### config.mk
export PLATFORM = sky130hd
export DESIGN_NAME = tws_unit
export DESIGN_NICKNAME = d
export VERILOG_FILES = /design/src/verilog/tws_pkg.sv /design/src/verilog/tws_unit.sv
export VERILOG_INCLUDE_DIRS = /design/src /design/src/verilog
export SDC_FILE = /design/constraint.sdc
export NUM_CORES = 1
export LEC_CHECK = 0
export ABC_AREA = 1
export BUFFER_PORTS_ARGS = -buffer_cell sky130_fd_sc_hd__clkbuf_2
export CAP_MARGIN = 20
export CORE_MARGIN = 2
export CORE_UTILIZATION = 46
export DETAILED_ROUTE_END_ITERATION = 10
export GPL_ROUTABILITY_DRIVEN = 1
export GPL_TIMING_DRIVEN = 0
export PLACE_DENSITY = 0.66
export SLEW_MARGIN = 40
export SYNTH_ARGS = -nofsm -noshare
export SYNTH_HDL_FRONTEND = slang
export SYNTH_SLANG_ARGS = --single-unit
### constraint.sdc
create_clock -name mclk_in -period 5.05 [get_ports mclk_in]
set_input_delay 1.01 -clock mclk_in [delete_from_list [all_inputs] [get_ports mclk_in]]
set_output_delay 1.01 -clock mclk_in [all_outputs]
set_load 0.01 [all_outputs]
### src/verilog/tws_map.svh
// register offsets, field positions, reset values and timing counts of the timer/watchdog unit
`ifndef TWS_MAP_SVH
`define TWS_MAP_SVH
`define TWS_ADDR_W 24
`define TWS_OFF_CFG 24'hFFFF20
`define TWS_OFF_PRE 24'hFFFF22
`define TWS_OFF_RLD 24'hFFFF24
`define TWS_OFF_CSR 24'hFFFF26
`define TWS_OFF_WDC 24'hFFFF28
`define TWS_OFF_WSM 24'hFFFF2A
`define TWS_OFF_MODE 24'hFFFF2C
`define TWS_CFG_LOCK_CFG 0
`define TWS_CFG_LOCK_PRE 1
`define TWS_CFG_LOCK_TMR 2
`define TWS_CFG_LOCK_WDC 3
`define TWS_CFG_WD_CLKSEL 4
`define TWS_CFG_MATCH_EN 5
`define TWS_CSR_RESTART 0
`define TWS_CSR_TC 1
`define TWS_CSR_IRQ_EN 2
`define TWS_CSR_TOUCHED 3
`define TWS_CSR_FREEZE 4
`define TWS_CFG_RST 6'h00
`define TWS_PRE_RST 3'h0
`define TWS_RLD_RST 16'hFFFF
`define TWS_CSR_RST 5'h00
`define TWS_WDC_RST 8'hFF
`define TWS_SERVICE_KEY 8'h5C
`define TWS_PRE_MAX 3'h5
`define TWS_SLOW_HZ 32768
`define TWS_CLK_HZ 20000000
`define TWS_SLOW_DIV (`TWS_CLK_HZ / (2 * `TWS_SLOW_HZ))
`define TWS_WD_MIN_TICKS 8'h01
`endif

### src/verilog/tws_pkg.sv
// types shared by the timer/watchdog register set
package tws_pkg;
    typedef enum logic [1:0] {
        TWS_MODE_ACTIVE,
        TWS_MODE_SAVE,
        TWS_MODE_IDLE
    } tws_mode_e;
    typedef logic [23:0] tws_addr_t;
    typedef enum logic [1:0] {
        TWS_WD_IDLE,
        TWS_WD_RUN,
        TWS_WD_FAULT
    } tws_wd_state_e;
endpackage

### src/verilog/tws_unit.sv
// timer and watchdog unit with lockable register set
//
// Contract
// - seven registers at consecutive even addresses FFFF20h to FFFF2Ch decode.
// - service-match and mode reachable in any mode; others only in active mode.
// - writes to a locked register are ignored; it reads as zero.
// - lock bits are sticky; only reset clears them.
// - configuration is six bits, read/write, zero after reset.
// - config bit 0 locks the configuration register itself.
// - config bit 1 locks the prescaler register.
// - config bit 2 locks reload and control/status registers.
// - config bit 3 locks the watchdog count register.
// - config bit 4 picks watchdog clock: underflow pulse or prescaled tick.
// - config bit 5 picks service: count write, or 5Ch to service-match.
// - prescaler code 0..5 divides slow clock by two to the code.
// - prescaler register is three bits, read/write, zero after reset.
// - reload register is sixteen bits, read/write, all ones after reset.
// - timer reloads from reload value at underflow; period is value plus one.
// - control/status is five bits, read/write, zero after reset.
// - underflow pulses one tick, sets terminal count, irq when enabled.
// - restart reloads timer at next tick, then clears itself.
// - watchdog idle until count or match write; then only reset stops it.
// - late, too-frequent or wrong-key service raises watchdog error.
//
// The plain strobed port was left to the implementer.
`timescale 1ns/10ps
`include "tws_map.svh"
module tws_unit #(
    parameter int SLOW_DIV = `TWS_SLOW_DIV
) (
    input wire logic mclk_in,
    input wire logic rst_n_in,
    input wire tws_pkg::tws_addr_t addr_in,
    input wire logic [15:0] wdata_in,
    input wire logic wr_in,
    input wire logic rd_in,
    input wire logic freeze_in,
    output logic [15:0] rdata_out,
    output logic timer_irq_out,
    output logic timer_underflow_out,
    output logic watchdog_error_out
);
    import tws_pkg::*;

    logic [5:0] cfg_r;
    logic [2:0] pre_r;
    logic [15:0] rld_r;
    logic [4:0] csr_r;
    logic [7:0] wdc_r;
    tws_mode_e mode_r;
    logic [15:0] slow_cnt_r;
    logic slow_tick_r;
    logic [4:0] pre_cnt_r;
    logic tick_r;
    logic [15:0] tmr_r;
    logic uflow_r;
    tws_wd_state_e wd_state_r;
    logic [7:0] wd_cnt_r;
    logic serviced_r;
    logic freeze_meta_r;
    logic freeze_sync_r;

    // address decode shared by read and write paths
    function automatic logic [2:0] tws_decode(input tws_addr_t a);
        case (a)
            `TWS_OFF_CFG: tws_decode = 3'h1;
            `TWS_OFF_PRE: tws_decode = 3'h2;
            `TWS_OFF_RLD: tws_decode = 3'h3;
            `TWS_OFF_CSR: tws_decode = 3'h4;
            `TWS_OFF_WDC: tws_decode = 3'h5;
            `TWS_OFF_WSM: tws_decode = 3'h6;
            `TWS_OFF_MODE: tws_decode = 3'h7;
            default: tws_decode = 3'h0;
        endcase
    endfunction

    logic [2:0] sel;
    logic active;
    logic open_cfg;
    logic open_pre;
    logic open_tmr;
    logic open_wdc;
    logic wr_cfg;
    logic wr_pre;
    logic wr_rld;
    logic wr_csr;
    logic wr_wdc;
    logic wr_wsm;
    logic wd_clk;
    logic wd_service;
    logic wd_bad_key;
    logic frozen;

    assign sel = tws_decode(addr_in);
    assign active = (mode_r == TWS_MODE_ACTIVE);
    // a lock bit closes its register to both reads and writes
    assign open_cfg = active && !cfg_r[`TWS_CFG_LOCK_CFG];
    assign open_pre = active && !cfg_r[`TWS_CFG_LOCK_PRE];
    assign open_tmr = active && !cfg_r[`TWS_CFG_LOCK_TMR];
    assign open_wdc = active && !cfg_r[`TWS_CFG_LOCK_WDC];
    assign wr_cfg = wr_in && (sel == 3'h1) && open_cfg;
    assign wr_pre = wr_in && (sel == 3'h2) && open_pre;
    assign wr_rld = wr_in && (sel == 3'h3) && open_tmr;
    assign wr_csr = wr_in && (sel == 3'h4) && open_tmr;
    assign wr_wdc = wr_in && (sel == 3'h5) && open_wdc;
    assign wr_wsm = wr_in && (sel == 3'h6);
    assign frozen = freeze_sync_r && csr_r[`TWS_CSR_FREEZE];

    // freeze request comes from a debug pin, so synchronise it
    always_ff @(posedge mclk_in or negedge rst_n_in)
    begin
        if (!rst_n_in)
        begin
            freeze_meta_r <= 1'b0;
            freeze_sync_r <= 1'b0;
        end
        else
        begin
            freeze_meta_r <= freeze_in;
            freeze_sync_r <= freeze_meta_r;
        end
    end

    // power mode register; software picks the mode the rest of the chip is in
    always_ff @(posedge mclk_in or negedge rst_n_in)
    begin
        if (!rst_n_in)
            mode_r <= TWS_MODE_ACTIVE;
        else if (wr_in && sel == 3'h7)
        begin
            case (wdata_in[1:0])
                2'h0: mode_r <= TWS_MODE_ACTIVE;
                2'h1: mode_r <= TWS_MODE_SAVE;
                default: mode_r <= TWS_MODE_IDLE;
            endcase
        end
    end

    // configuration; ones can only be added to lock bits, never removed
    always_ff @(posedge mclk_in or negedge rst_n_in)
    begin
        if (!rst_n_in)
            cfg_r <= `TWS_CFG_RST;
        else if (wr_cfg)
        begin
            cfg_r[3:0] <= cfg_r[3:0] | wdata_in[3:0];
            cfg_r[5:4] <= wdata_in[5:4];
        end
    end

    // prescaler code and reload value
    always_ff @(posedge mclk_in or negedge rst_n_in)
    begin
        if (!rst_n_in)
        begin
            pre_r <= `TWS_PRE_RST;
            rld_r <= `TWS_RLD_RST;
        end
        else
        begin
            if (wr_pre)
                pre_r <= wdata_in[2:0];
            if (wr_rld)
                rld_r <= wdata_in; // zero is the caller's fault
        end
    end

    // slow tick made from the main clock; at 20 MHz it comes near 65.6 kHz, about twice 32.768 kHz
    always_ff @(posedge mclk_in or negedge rst_n_in)
    begin
        if (!rst_n_in)
        begin
            slow_cnt_r <= 16'h0000;
            slow_tick_r <= 1'b0;
        end
        else if (frozen)
            slow_tick_r <= 1'b0;
        else if (slow_cnt_r == 16'(SLOW_DIV - 1))
        begin
            slow_cnt_r <= 16'h0000;
            slow_tick_r <= 1'b1;
        end
        else
        begin
            slow_cnt_r <= slow_cnt_r + 16'h0001;
            slow_tick_r <= 1'b0;
        end
    end

    // prescaled tick; reserved codes fall back to the largest divisor
    always_ff @(posedge mclk_in or negedge rst_n_in)
    begin
        if (!rst_n_in)
        begin
            pre_cnt_r <= 5'h00;
            tick_r <= 1'b0;
        end
        else if (slow_tick_r)
        begin
            if (pre_cnt_r >= 5'((6'h01 << ((pre_r > `TWS_PRE_MAX) ? `TWS_PRE_MAX : pre_r)) - 6'h01))
            begin
                pre_cnt_r <= 5'h00;
                tick_r <= 1'b1;
            end
            else
            begin
                pre_cnt_r <= pre_cnt_r + 5'h01;
                tick_r <= 1'b0;
            end
        end
        else
            tick_r <= 1'b0;
    end

    // timer down counter; reload at zero gives a period of reload plus one
    always_ff @(posedge mclk_in or negedge rst_n_in)
    begin
        if (!rst_n_in)
        begin
            tmr_r <= `TWS_RLD_RST;
            uflow_r <= 1'b0;
        end
        else if (tick_r)
        begin
            if (csr_r[`TWS_CSR_RESTART])
            begin
                tmr_r <= rld_r;
                uflow_r <= 1'b0;
            end
            else if (tmr_r == 16'h0000)
            begin
                tmr_r <= rld_r;
                uflow_r <= 1'b1;
            end
            else
            begin
                tmr_r <= tmr_r - 16'h0001;
                uflow_r <= 1'b0;
            end
        end
        else if (uflow_r && tmr_r != 16'h0000)
        begin
            // pulse stays for one whole tick period
            uflow_r <= uflow_r;
        end
    end

    // control/status; hardware set of flags wins over a software clear
    always_ff @(posedge mclk_in or negedge rst_n_in)
    begin
        if (!rst_n_in)
            csr_r <= `TWS_CSR_RST;
        else
        begin
            if (wr_csr)
            begin
                csr_r[`TWS_CSR_RESTART] <= csr_r[`TWS_CSR_RESTART] | wdata_in[0];
                csr_r[`TWS_CSR_TC] <= wdata_in[1] ? 1'b0 : csr_r[`TWS_CSR_TC];
                csr_r[`TWS_CSR_IRQ_EN] <= wdata_in[2];
                csr_r[`TWS_CSR_TOUCHED] <= wdata_in[3] ? 1'b0 : csr_r[`TWS_CSR_TOUCHED];
                csr_r[`TWS_CSR_FREEZE] <= wdata_in[4];
            end
            if (tick_r && csr_r[`TWS_CSR_RESTART])
                csr_r[`TWS_CSR_RESTART] <= 1'b0;
            if (tick_r && tmr_r == 16'h0000 && !csr_r[`TWS_CSR_RESTART])
                csr_r[`TWS_CSR_TC] <= 1'b1;
            if (wd_service)
                csr_r[`TWS_CSR_TOUCHED] <= 1'b1;
        end
    end

    // watchdog clock and service decode
    assign wd_clk = cfg_r[`TWS_CFG_WD_CLKSEL] ? tick_r :
        (tick_r && tmr_r == 16'h0000 && !csr_r[`TWS_CSR_RESTART]);
    assign wd_service = cfg_r[`TWS_CFG_MATCH_EN] ?
        (wr_wsm && wdata_in[7:0] == `TWS_SERVICE_KEY) : wr_wdc;
    assign wd_bad_key = cfg_r[`TWS_CFG_MATCH_EN] && wr_wsm &&
        wdata_in[7:0] != `TWS_SERVICE_KEY;

    // count register holds the start value
    always_ff @(posedge mclk_in or negedge rst_n_in)
    begin
        if (!rst_n_in)
            wdc_r <= `TWS_WDC_RST;
        else if (wr_wdc)
            wdc_r <= wdata_in[7:0];
    end

    // watchdog: a second service in one watchdog period counts as too often
    always_ff @(posedge mclk_in or negedge rst_n_in)
    begin
        if (!rst_n_in)
        begin
            wd_state_r <= TWS_WD_IDLE;
            wd_cnt_r <= `TWS_WDC_RST;
            serviced_r <= 1'b0;
        end
        else
        begin
            case (wd_state_r)
                TWS_WD_IDLE:
                    if (wr_wdc || wr_wsm)
                    begin
                        wd_state_r <= TWS_WD_RUN;
                        wd_cnt_r <= wr_wdc ? wdata_in[7:0] : wdc_r;
                        serviced_r <= 1'b0;
                    end
                TWS_WD_RUN:
                    if (wd_bad_key || (wd_service && serviced_r))
                        wd_state_r <= TWS_WD_FAULT;
                    else if (wd_service)
                    begin
                        wd_cnt_r <= wr_wdc ? wdata_in[7:0] : wdc_r;
                        serviced_r <= 1'b1;
                    end
                    else if (wd_clk)
                    begin
                        if (wd_cnt_r < `TWS_WD_MIN_TICKS)
                            wd_state_r <= TWS_WD_FAULT;
                        else
                        begin
                            wd_cnt_r <= wd_cnt_r - 8'h01;
                            serviced_r <= 1'b0;
                        end
                    end
                TWS_WD_FAULT:
                    wd_state_r <= TWS_WD_FAULT;
                default:
                    wd_state_r <= TWS_WD_IDLE;
            endcase
        end
    end

    // outputs straight from flip-flops
    always_ff @(posedge mclk_in or negedge rst_n_in)
    begin
        if (!rst_n_in)
        begin
            timer_irq_out <= 1'b0;
            timer_underflow_out <= 1'b0;
            watchdog_error_out <= 1'b0;
        end
        else
        begin
            timer_irq_out <= csr_r[`TWS_CSR_TC] && csr_r[`TWS_CSR_IRQ_EN];
            timer_underflow_out <= uflow_r;
            watchdog_error_out <= (wd_state_r == TWS_WD_FAULT);
        end
    end

    // read data one cycle after the strobe; closed registers read zero
    always_ff @(posedge mclk_in or negedge rst_n_in)
    begin
        if (!rst_n_in)
            rdata_out <= 16'h0000;
        else if (rd_in)
        begin
            case (sel)
                3'h1: rdata_out <= open_cfg ? {10'h000, cfg_r} : 16'h0000;
                3'h2: rdata_out <= open_pre ? {13'h0000, pre_r} : 16'h0000;
                3'h3: rdata_out <= open_tmr ? rld_r : 16'h0000;
                3'h4: rdata_out <= open_tmr ? {11'h000, csr_r} : 16'h0000;
                3'h5: rdata_out <= open_wdc ? {8'h00, wd_cnt_r} : 16'h0000;
                3'h7: rdata_out <= {14'h0000, mode_r};
                default: rdata_out <= 16'h0000;
            endcase
        end
        else
            rdata_out <= 16'h0000;
    end
endmodule
==> results of run 1 <==
==> layout by cell type, fill, tap and decap left out, types with 4 or more instances in the layout <==
master | Yosys | routed
nand4_1 | 33 | 33
o22ai_1 | 10 | 10
dfrtp_1 | 64 | 64
nor2_2 | 5 | 5
nand4_2 | 4 | 4
a21oi_1 | 23 | 23
nand3_1 | 30 | 30
dfstp_2 | 48 | 48
inv_1 | 92 | 92
nor3_1 | 9 | 9
clkbuf_2 | 0 | 61
o21ai_0 | 51 | 51
clkbuf_1 | 9 | 10
nand2_1 | 197 | 197
xor2_1 | 21 | 21
nor2_1 | 77 | 77
mux2_4 | 6 | 6
ha_1 | 16 | 16
nand2_2 | 5 | 5
o211ai_1 | 4 | 4
clkbuf_16 | 0 | 9
nor2_4 | 5 | 5
clkinv_4 | 0 | 4
nor4_1 | 6 | 6
==> registers in the layout, indices dropped and copies added, names as in the netlist, 2 cells and up <==
name and cells:
cfg_r 6, csr_r 5, mode_r 2, pre_cnt_r 5
pre_r 3, rdata_out 16, rld_r 16, slow_cnt_r 16
tmr_r 16, wd_cnt_r 8, wd_state_r 2, wdc_r 8
==> area by class of cell <==
cell class	count	area, um^2	area share [%]
clock buffer	10	229.0	3.254
sequential	112	2863	40.68
timing repair buffer	63	346.6	4.925
inverter	97	365.4	5.192
tap	176	220.2	3.129
clock inverter	6	53.80	0.7646
multi-input combinational	537	2899	41.20
buffer	13	60.06	0.8535
==> per-layer routing <==
metal  routed length (um)  share of wire (%)  track usage, %
met1                 7220                 48           31.89
met4                  167                1.1           6.471
met3                  692                4.6           3.375
met2                 6810                 46           34.27
met5                    0                  0               0
==> worst max-delay path by stage <==
stage                            from            end
final                      addr_in[1]    wd_cnt_r[1]
after global routing       addr_in[3]    wd_cnt_r[1]
after CTS                  addr_in[2]  wd_state_r[1]
after detailed placement   addr_in[2]  wd_state_r[0]
after global placement       rst_n_in  wd_state_r[1]
after floorplan           addr_in[13]      rld_r[10]
==> stage by stage <==
step	instance area, um^2	std cells	hold slack [ps]	utilization (%)	power (mW)
after global routing	7037	1014	376.2	53.35	1.731
after detailed placement	6754	998	336.3	51.20	0.9838
final	7037	1014	353.7	53.35	1.668
after global placement	6718	997	335.6	50.93	0.9787
after CTS	7037	1014	353.9	53.35	1.679
after floorplan	6187	759	331.2	-	0.9349
==> worst max-delay path, cell delays in order <==
cell      delay [ps]
clkbuf_2         120
inv_1            130
nor2_1            50
nand2_1           60
nor2_1            40
nand2_1           80
nor2_1            70
nand4_2          160
nand2_2          180
nand2_1          110
nand2_1           80
a21oi_1          430
nand4_1          200
nand2_1          110
==> logic make-up after synthesis <==
group	Yosys count	share of synthesized area, %
AOI/OAI and AO/OA	104	9.484
xor gates and xnor gates	24	3.398
DFF	112	46.27
buffers and inverters	110	6.875
adders and majority gates	16	3.236
and+or+nand+nor	384	28.74
muxes	9	2.002
==> power by group through the flow <==
stage	Sequential [mW]	Clock, mW	Combinational (mW)
global route	0.900	0.755	0.0757
CTS	0.900	0.712	0.0678
global placement	0.916	0	0.0625
detailed placement	0.916	0	0.0676
finish	0.900	0.701	0.0665
floorplan	0.916	0	0.0188
==> out/results.tsv, run 1 <==
metric	value	unit
die_area	14390	um^2
fin_crit_sh	50.23	%
cts_buffers	9	
setup_violations	0	
synth.area.top_cells	dfrtp_1, dfstp_2, nand2_1	
final_antenna_net_count	0	
synth_cell_types	47	
die_x	120.0	um
slew_headroom	65.35	%
r2r_slack	2600	ps
core	13190	um^2
cts_root_buffer	clkbuf_16	
sequentialPowerShare	54.0	%
p_sw	0.4052	mW
grt_pass1_wl	25.23	mm
hold_violations	0	
slew_violations	0	
synth-edff-count	0	
cts_setup_buffers	0	
num_antenna_cells	0	
via_per_inst	5.248	
max_freq	0.3942	GHz
ys_ff_latch	112	
hold_depth	0	
syn_area	6187	um^2
finalNetCount	894	
fin_tns_setup	0	ps
grt_pass1_vias	5179	
ctsResizeCount	0	
critical_path_class	in -> reg	
p_leak	3.330	nW
antenna_found_initial	0	
internal_power	1.263	mW
wl	14.89	mm
min_path_type	reg -> reg	
n_fill_cell	1261	
rsz0062_at_grt	false	
routedWlPerCell	14.68	um
vdd_ir_drop_max	142.0	uV
start_util	46.91	%
whs_endpoint	freeze_sync_r	
r2r-start	tick_r	
start_kind	primary input	
maxCapViolCount	0	
dp.final_hpwl	11.17	mm
worst-slew-pin-transition	517.8	ps
async_reset_ff_share	100.0	%
holdBufCountCts	0	
synth.top_cells.by_count	nand2_1, inv_1, nor2_1	
r2r-end	serviced_r	
pwr-share-clk	42.0	%
swShare	24.29	%
place_ws	2124	ps
clockBufferDepth	2	
num_rows	42	
drive_above_1_share	20.29	%
worstSetupEndpointType	flop	
cts.clk_slew.worst_paths	80	ps
clk_latency	360	ps
setup_ws	2514	ps
port_buffers	62	
comb_power_share	4.0	%
syn-num-nets	820	
cp_max_fo	10	
cts_tree	yes	
fin_crit	2536	ps
arrival	2850	ps
pin_count	64	
route.detailed.drc	0	
synth_top_flop_cell	dfrtp_1	
gp_congestion	0.8875	
synth_top_cell_by_area	dfrtp_1	
htreeDepth	3	
num_vias	5321	
syn_inst	759	
power.density	237.0	nW/um^2
seq_area_frac_synth	46.27	%
grt-ovfl-total	0	
yosys_warnings	0	
die_y	120.0	um
cts_sinks	112	
areaGrowthSynthToFinish	13.73	%
required	5360	ps
dr.pass1.iters	5	
skew	7.758	ps
grt_start_max_net_pins	69	
avgSynthCellArea	8.152	um^2
hp-start	freeze_meta_r	
status	finished clean	
drt-initial-drc-count	376	
grt_usage	22.03	%
synth_most_common_cell	nand2_1	
netlist.area_leader.share	25.88	%
rr_worst_depth	10	
Note: power is estimated with default switching activity, not from simulation.
==> run 2, diff against run 1 <==
--- a/config.mk
+++ b/config.mk
@@ -6,7 +6,7 @@
 export SDC_FILE = /design/constraint.sdc
 export NUM_CORES = 1
 export LEC_CHECK = 0
-export ABC_AREA = 1
+export ABC_AREA = 0
 export BUFFER_PORTS_ARGS = -buffer_cell sky130_fd_sc_hd__clkbuf_2
 export CAP_MARGIN = 20
 export CORE_MARGIN = 2
==> constraint.sdc (replaced) <==
create_clock -name mclk_in -period 2.5 [get_ports mclk_in]
set_input_delay 0.5 -clock mclk_in [delete_from_list [all_inputs] [get_ports mclk_in]]
set_output_delay 0.5 -clock mclk_in [all_outputs]
set_load 0.01 [all_outputs]
==> out/results.tsv, run 2 <==
metric	value	unit	change
holdBufCountCts	0		unchanged
gp_congestion	0.8817		-0.65%
cpPeakStageDelay	530	ps	+100 ps
p_leak	3.159	nW	-5.1%
syn-num-nets	612		-25%
seqCellArea	2864	um^2	about the same
route.detailed.drc	0		unchanged
synth_top_flop_cell	dfrtp_1		
finish.utilization	55.64	%	+2.3 points
die_area	13810	um^2	-4.1%
start_util	46.98	%	+0.068 points
maxCapViolCount	0		unchanged
dr.pass1.iters	5		unchanged
multi_input_area	2937	um^2	+1.3%
yosys_warnings	0		unchanged
grt_start_max_net_pins	68		-1.4%
fin_crit_sh	96.42	%	
synth.top_cells.by_count	dfrtp_1, dfstp_2, nand2_1		
grt_pass1_vias	4707		-9.1%
drt-initial-drc-count	359		-4.5%
pin_count	64		unchanged
core	12620	um^2	-4.3%
synth-edff-count	0		unchanged
port_buffers	61		-1.6%
synth_most_common_cell	dfrtp_1		
worst_path_max_delay_cell	or4_1		
die_x	117.5	um	-2.0%
synth_cell_types	73		+55%
n_fill_cell	1099		-13%
via_per_inst	5.726		+9.1%
fin_crit	2410	ps	
max_freq	0.4149	GHz	
num_antenna_cells	0		unchanged
power.density	529.0	nW/um^2	+120%
routedWlPerCell	17.52	um	+19%
cts_tree	yes		
path_buf_inv	2		unchanged
path_delay_family	compound AO/OA/AOI/OAI gates		
cts_sinks	112		unchanged
rsz0062_at_grt	false		
wl	14.21	mm	-4.6%
antenna_found_initial	0		unchanged
final_antenna_net_count	0		unchanged
num_rows	41		-2.4%
synth_top_cell_by_area	dfrtp_1		
layout_commonest_cell	dfrtp_1		
ys_ff_latch	112		unchanged
synth.area.top_cells	dfrtp_1, dfstp_2, mux2_2		
syn_inst	551		-27%
required	2790	ps	-2570 ps
cp_max_fo	6		-4
final_cell_mix	dfrtp_1, clkbuf_2, dfstp_2		
worst-slew-pin-transition	779.4	ps	+261.6 ps
grt-ovfl-total	0		unchanged
drive_above_1_share	32.71	%	+12 points
htreeDepth	3		unchanged
dp.final_hpwl	10.17	mm	-9.0%
finalNetCount	695		-22%
worstSetupEndpointType	flop		
slew_headroom	47.56	%	-18 points
syn_area	5928	um^2	-4.2%
status	finished clean		
cp_cell_sequence	or4_1, buf_2, nor3_4, a41oi_2, o211ai_2, buf_4, o211ai_1, a22o_1		
slew_violations	0		unchanged
setup_violations	0		unchanged
die_y	117.5	um	-2.0%
clockBufferDepth	2		unchanged
skew	7.852	ps	+0.09346 ps
fin_tns_setup	0	ps	unchanged
placedInstanceArea	6485	um^2	-4.0%
netlist.area_leader.share	27.02	%	+1.1 points
seq_area_frac_synth	48.29	%	+2.0 points
hold_violations	0		unchanged
areaGrowthSynthToFinish	18.45	%	
cts.clk_slew.worst_paths	70	ps	about the same
start_kind	flop		
avgSynthCellArea	10.76	um^2	+32%
critical_path_class	reg -> reg		
arrival	2700	ps	-150 ps
p_total	3.714	mW	+120%
num_vias	4644		-13%
cts_buffers	9		unchanged
min_path_type	in -> async		
async_reset_ff_share	100.0	%	unchanged
vdd_ir_drop_max	322.9	uV	+130%
final_area	7022	um^2	-0.21%
grt_usage	21.40	%	-0.64 points
grt_pass1_wl	23.70	mm	-6.1%
clk_latency	360	ps	about the same
cts_root_buffer	clkbuf_16		
[run 2: cell count changes after synthesis, sizes merged, moves of 19 or more]
| cell | before | now |
|---|---|---|
| nand4 | 39 | 10 |
| mux2 | 9 | 31 |
| o21ai | 52 | 33 |
| inv | 95 | 27 |
| nand2 | 204 | 46 |
| nor2 | 87 | 29 |
[run 2: worst paths after layout]
kind / from / endpoint / slack [ps] / cells past startpoint
setup / recovery: tmr_r[7] / wd_cnt_r[7] / 90 / 8
hold / removal: rst_n_in / rdata_out[0] / 80 / 1
setup reg to reg: tmr_r[7] / wd_cnt_r[7] / 90 / 8
hold reg to reg: uflow_r / timer_underflow_out / 380 / 0
max in group asynchronous: rst_n_in / wd_cnt_r[1] / 1750 / 2
min in group mclk_in: freeze_in / freeze_meta_r / 250 / 1
[run 2: cell type report]
| cell class | count | share of cell area [%] |
|---|---|---|
| Buffer | 21 | 1.675 |
| Clock inverter | 5 | 1.818 |
| Sequential cell | 112 | 40.79 |
| Timing Repair Buffer | 72 | 5.934 |
| Inverter | 27 | 1.443 |
| Tap cell | 172 | 3.065 |
| Multi-Input combinational cell | 391 | 41.82 |
| Clock buffer | 11 | 3.457 |
[run 2: metal layers]
| layer | vias to the layer above | global-route usage, % | wire [um] | share of wire, % |
|---|---|---|---|---|
| met1 | 2290 | 29.26 | 6499 | 46 |
| met3 | 23 | 3.779 | 632 | 4.4 |
| met4 | 0 | 10.09 | 332 | 2.3 |
| met5 | - | 0 | 0 | 0 |
| li1 | 2198 | - | - | - |
| met2 | 133 | 33.19 | 6743 | 47 |
[run 2: stage by stage]
stage          hold WS [ps]  cells  setup WS (ps)
2_1_floorplan         204.4    551          64.27
3_3_place_gp          364.0    784         -608.6
3_5_place_dp          367.0    785         -321.8
4_1_cts               80.98    802          1.640
5_1_grt               93.27    811          4.488
6_report              77.47    811          89.58
[run 2: repair_timing]
item / 4_1_cts / 5_1_grt
buffers inserted: 1 / 9
pin swaps: 2 / 4
hold endpoints to repair: 0 / 0
gates resized for setup: 5 / 13
endpoints found under the setup margin: 12 / 27
[run 2: logic make-up (layout without fill, tap and decap cells)]
logic type	after synthesis	in the layout	synth area share, %
muxes	34	34	7.092
adders and majority gates	16	16	3.377
and+or+nand+nor	208	208	20.75
AOI/OAI and AO/OA	120	120	14.90
xor gates and xnor gates	13	13	1.921
buffers and inverters	48	136	3.672
DFF	112	112	48.29
[run 2: worst reg2reg max path: stages (launching register included)]
cell and delay, ps:
dfstp_2 390, or4_1 530, buf_2 180, nor3_4 230, a41oi_2 230, o211ai_2 240
buf_4 170, o211ai_1 100, a22o_1 270
[run 2: where the power goes]
| group | switching [mW] | total (mW) | leakage (nW) | internal (mW) |
|---|---|---|---|---|
| logic | 0.0825 | 0.125 | 1.64 | 0.0429 |
| clock network | 0.662 | 1.77 | 0.176 | 1.11 |
| registers | 0.00116 | 1.82 | 1.35 | 1.82 |
| total | 0.746 | 3.71 | 3.16 | 2.97 |
==> run 3, diff against run 2 <==
--- a/config.mk
+++ b/config.mk
@@ -7,14 +7,14 @@
 export NUM_CORES = 1
 export LEC_CHECK = 0
 export ABC_AREA = 0
-export BUFFER_PORTS_ARGS = -buffer_cell sky130_fd_sc_hd__clkbuf_2
 export CAP_MARGIN = 20
 export CORE_MARGIN = 2
 export CORE_UTILIZATION = 46
 export DETAILED_ROUTE_END_ITERATION = 10
+export DONT_BUFFER_PORTS = 1
 export GPL_ROUTABILITY_DRIVEN = 1
 export GPL_TIMING_DRIVEN = 0
-export PLACE_DENSITY = 0.66
+export PLACE_DENSITY = 0.62
 export SLEW_MARGIN = 40
 export SYNTH_ARGS = -nofsm -noshare
 export SYNTH_HDL_FRONTEND = slang
==> out/results.tsv, run 3 (synthesized netlist as in run 2, its figures left out) <==
metric	value	unit	change
violations	hold timing		
start_kind	flop		
arrival	2680	ps	-20 ps
multi_input_area	2927	um^2	-0.34%
cts_sinks	112		unchanged
setup_ws	70.57	ps	-19.02 ps
drive_above_1_share	25.04	%	-7.7 points
fin_cells	751		-7.4%
antenna_found_initial	0		unchanged
critical_path_class	reg -> reg		
finish.utilization	52.32	%	-3.3 points
grt_usage	20.73	%	-0.67 points
clockBufferDepth	2		unchanged
n_fill_cell	1157		+5.3%
cts.clk_slew.worst_paths	80	ps	about the same
cts_tree	yes		
final_cell_mix	dfrtp_1, dfstp_2, nand2_1		
num_rows	41		unchanged
cp_cell_sequence	or2_1, clkbuf_1, nor3_1, o2111ai_2, o2111a_1, o21bai_1, mux2_2		
worstSetupEndpointType	flop		
core	12620	um^2	unchanged
power.density	499.5	nW/um^2	-5.6%
gp_congestion	0.8659		-1.8%
dp.cells	723		-7.9%
wl	13.89	mm	-2.2%
grt_start_max_net_pins	113		+66%
max_freq	0.4116	GHz	-0.78%
path_buf_inv	1		-1
finalNetCount	635		-8.6%
port_buffers	0		-100%
worst_path_max_delay_cell	dfrtp_1		
routedWlPerCell	18.50	um	+5.6%
cts_buffers	9		unchanged
fin_tns_setup	0	ps	unchanged
p_leak	2.870	nW	-9.2%
grt_pass1_wl	22.74	mm	-4.0%
grt_pass1_vias	4340		-7.8%
vdd_ir_drop_max	350.4	uV	+8.5%
die_area	13810	um^2	unchanged
skew	10.15	ps	+2.295 ps
die_x	117.5	um	unchanged
htreeDepth	3		unchanged
worst-slew-pin-transition	796.8	ps	+17.38 ps
seqCellArea	2863	um^2	about the same
num_antenna_cells	0		unchanged
cpPeakStageDelay	420	ps	-110 ps
cp_max_fo	7		+1
fin_crit_sh	97.18	%	+0.76 points
dp.final_hpwl	9.834	mm	-3.3%
grt-ovfl-total	0		unchanged
start_util	46.98	%	unchanged
num_vias	4479		-3.6%
final_antenna_net_count	0		unchanged
slew_violations	0		unchanged
hold_violations	79		+79
slew_headroom	46.39	%	-1.2 points
layout_commonest_cell	dfrtp_1		
setup_violations	0		unchanged
place_ws	-316.2	ps	+5.571 ps
status	complete, but fails checks		
route.detailed.drc	0		unchanged
dr.pass1.iters	5		unchanged
via_per_inst	5.964		+4.2%
timing.hold.ws	-168.4	ps	-245.8 ps
pin_count	64		unchanged
clk_latency	360	ps	about the same
required	2750	ps	-40 ps
path_delay_family	compound AO/OA/AOI/OAI gates		
cts_root_buffer	clkbuf_16		
maxCapViolCount	0		unchanged
min_path_type	in -> async		
areaGrowthSynthToFinish	11.38	%	
fin_crit	2429	ps	+19.02 ps
drt-initial-drc-count	313		-13%
die_y	117.5	um	unchanged
## run 3: cell count changes in the layout (fill, tap and decap cells not counted), sizes merged
cell / before / now
buf: 22 / 23
clkbuf: 82 / 21
inv: 27 / 28
bufinv: 4 / 1
clkinv: 0 / 2
## run 3: path summary, 6_finish.rpt
| kind | start | end | slack (ps) | cells past startpoint |
|---|---|---|---|---|
| setup / recovery | mode_r[0] | wd_state_r[1] | 70 | 7 |
| hold / removal | rst_n_in | rdata_out[15] | -170 | 0 |
| setup reg to reg | mode_r[0] | wd_state_r[1] | 70 | 7 |
| hold reg to reg | freeze_meta_r | freeze_sync_r | 380 | 0 |
| max in group asynchronous | rst_n_in | wdc_r[3] | 2460 | 0 |
| min in group mclk_in | freeze_in | freeze_meta_r | 170 | 0 |
## run 3: through the flow
| stage | cell area, um^2 | power, mW |
|---|---|---|
| final | 6603 | 3.298 |
| after global routing | 6603 | 3.422 |
| after CTS | 6447 | 3.346 |
| after detailed placement | 6143 | 1.884 |
| after global placement | 6143 | 1.883 |
| after floorplan | 5928 | 1.879 |
## run 3: power by group
part	internal (mW)	switching [mW]
clock network	0.779	0.665
logic	0.0143	0.0211
registers	1.82	0.00117
## run 3: final cells by class
| class | count | area share (%) |
|---|---|---|
| plain buffers | 21 | 1.762 |
| clock inverters | 5 | 0.8717 |
| flip-flops and latches | 112 | 43.36 |
| multi-input cells | 391 | 44.32 |
| inverters | 27 | 1.535 |
| clock buffers | 11 | 3.525 |
| well taps | 172 | 3.259 |
| repair buffers | 12 | 1.364 |
## run 3: layer usage
layer / up-vias / part of all wire, % / global-route usage (%)
met2: 122 / 46 / 32.20
met1: 2259 / 47 / 28.96
met3: 14 / 4.9 / 4.312
li1: 2084 / - / -
met5: - / 0 / 0
met4: 0 / 1.4 / 7.154
## run 3: repair_timing
action                                  CTS  global route
pin swaps                                 0             4
gates resized for setup                   4            11
setup buffers                             0            12
endpoints found under the setup margin   16            25
hold endpoints to repair                112           112
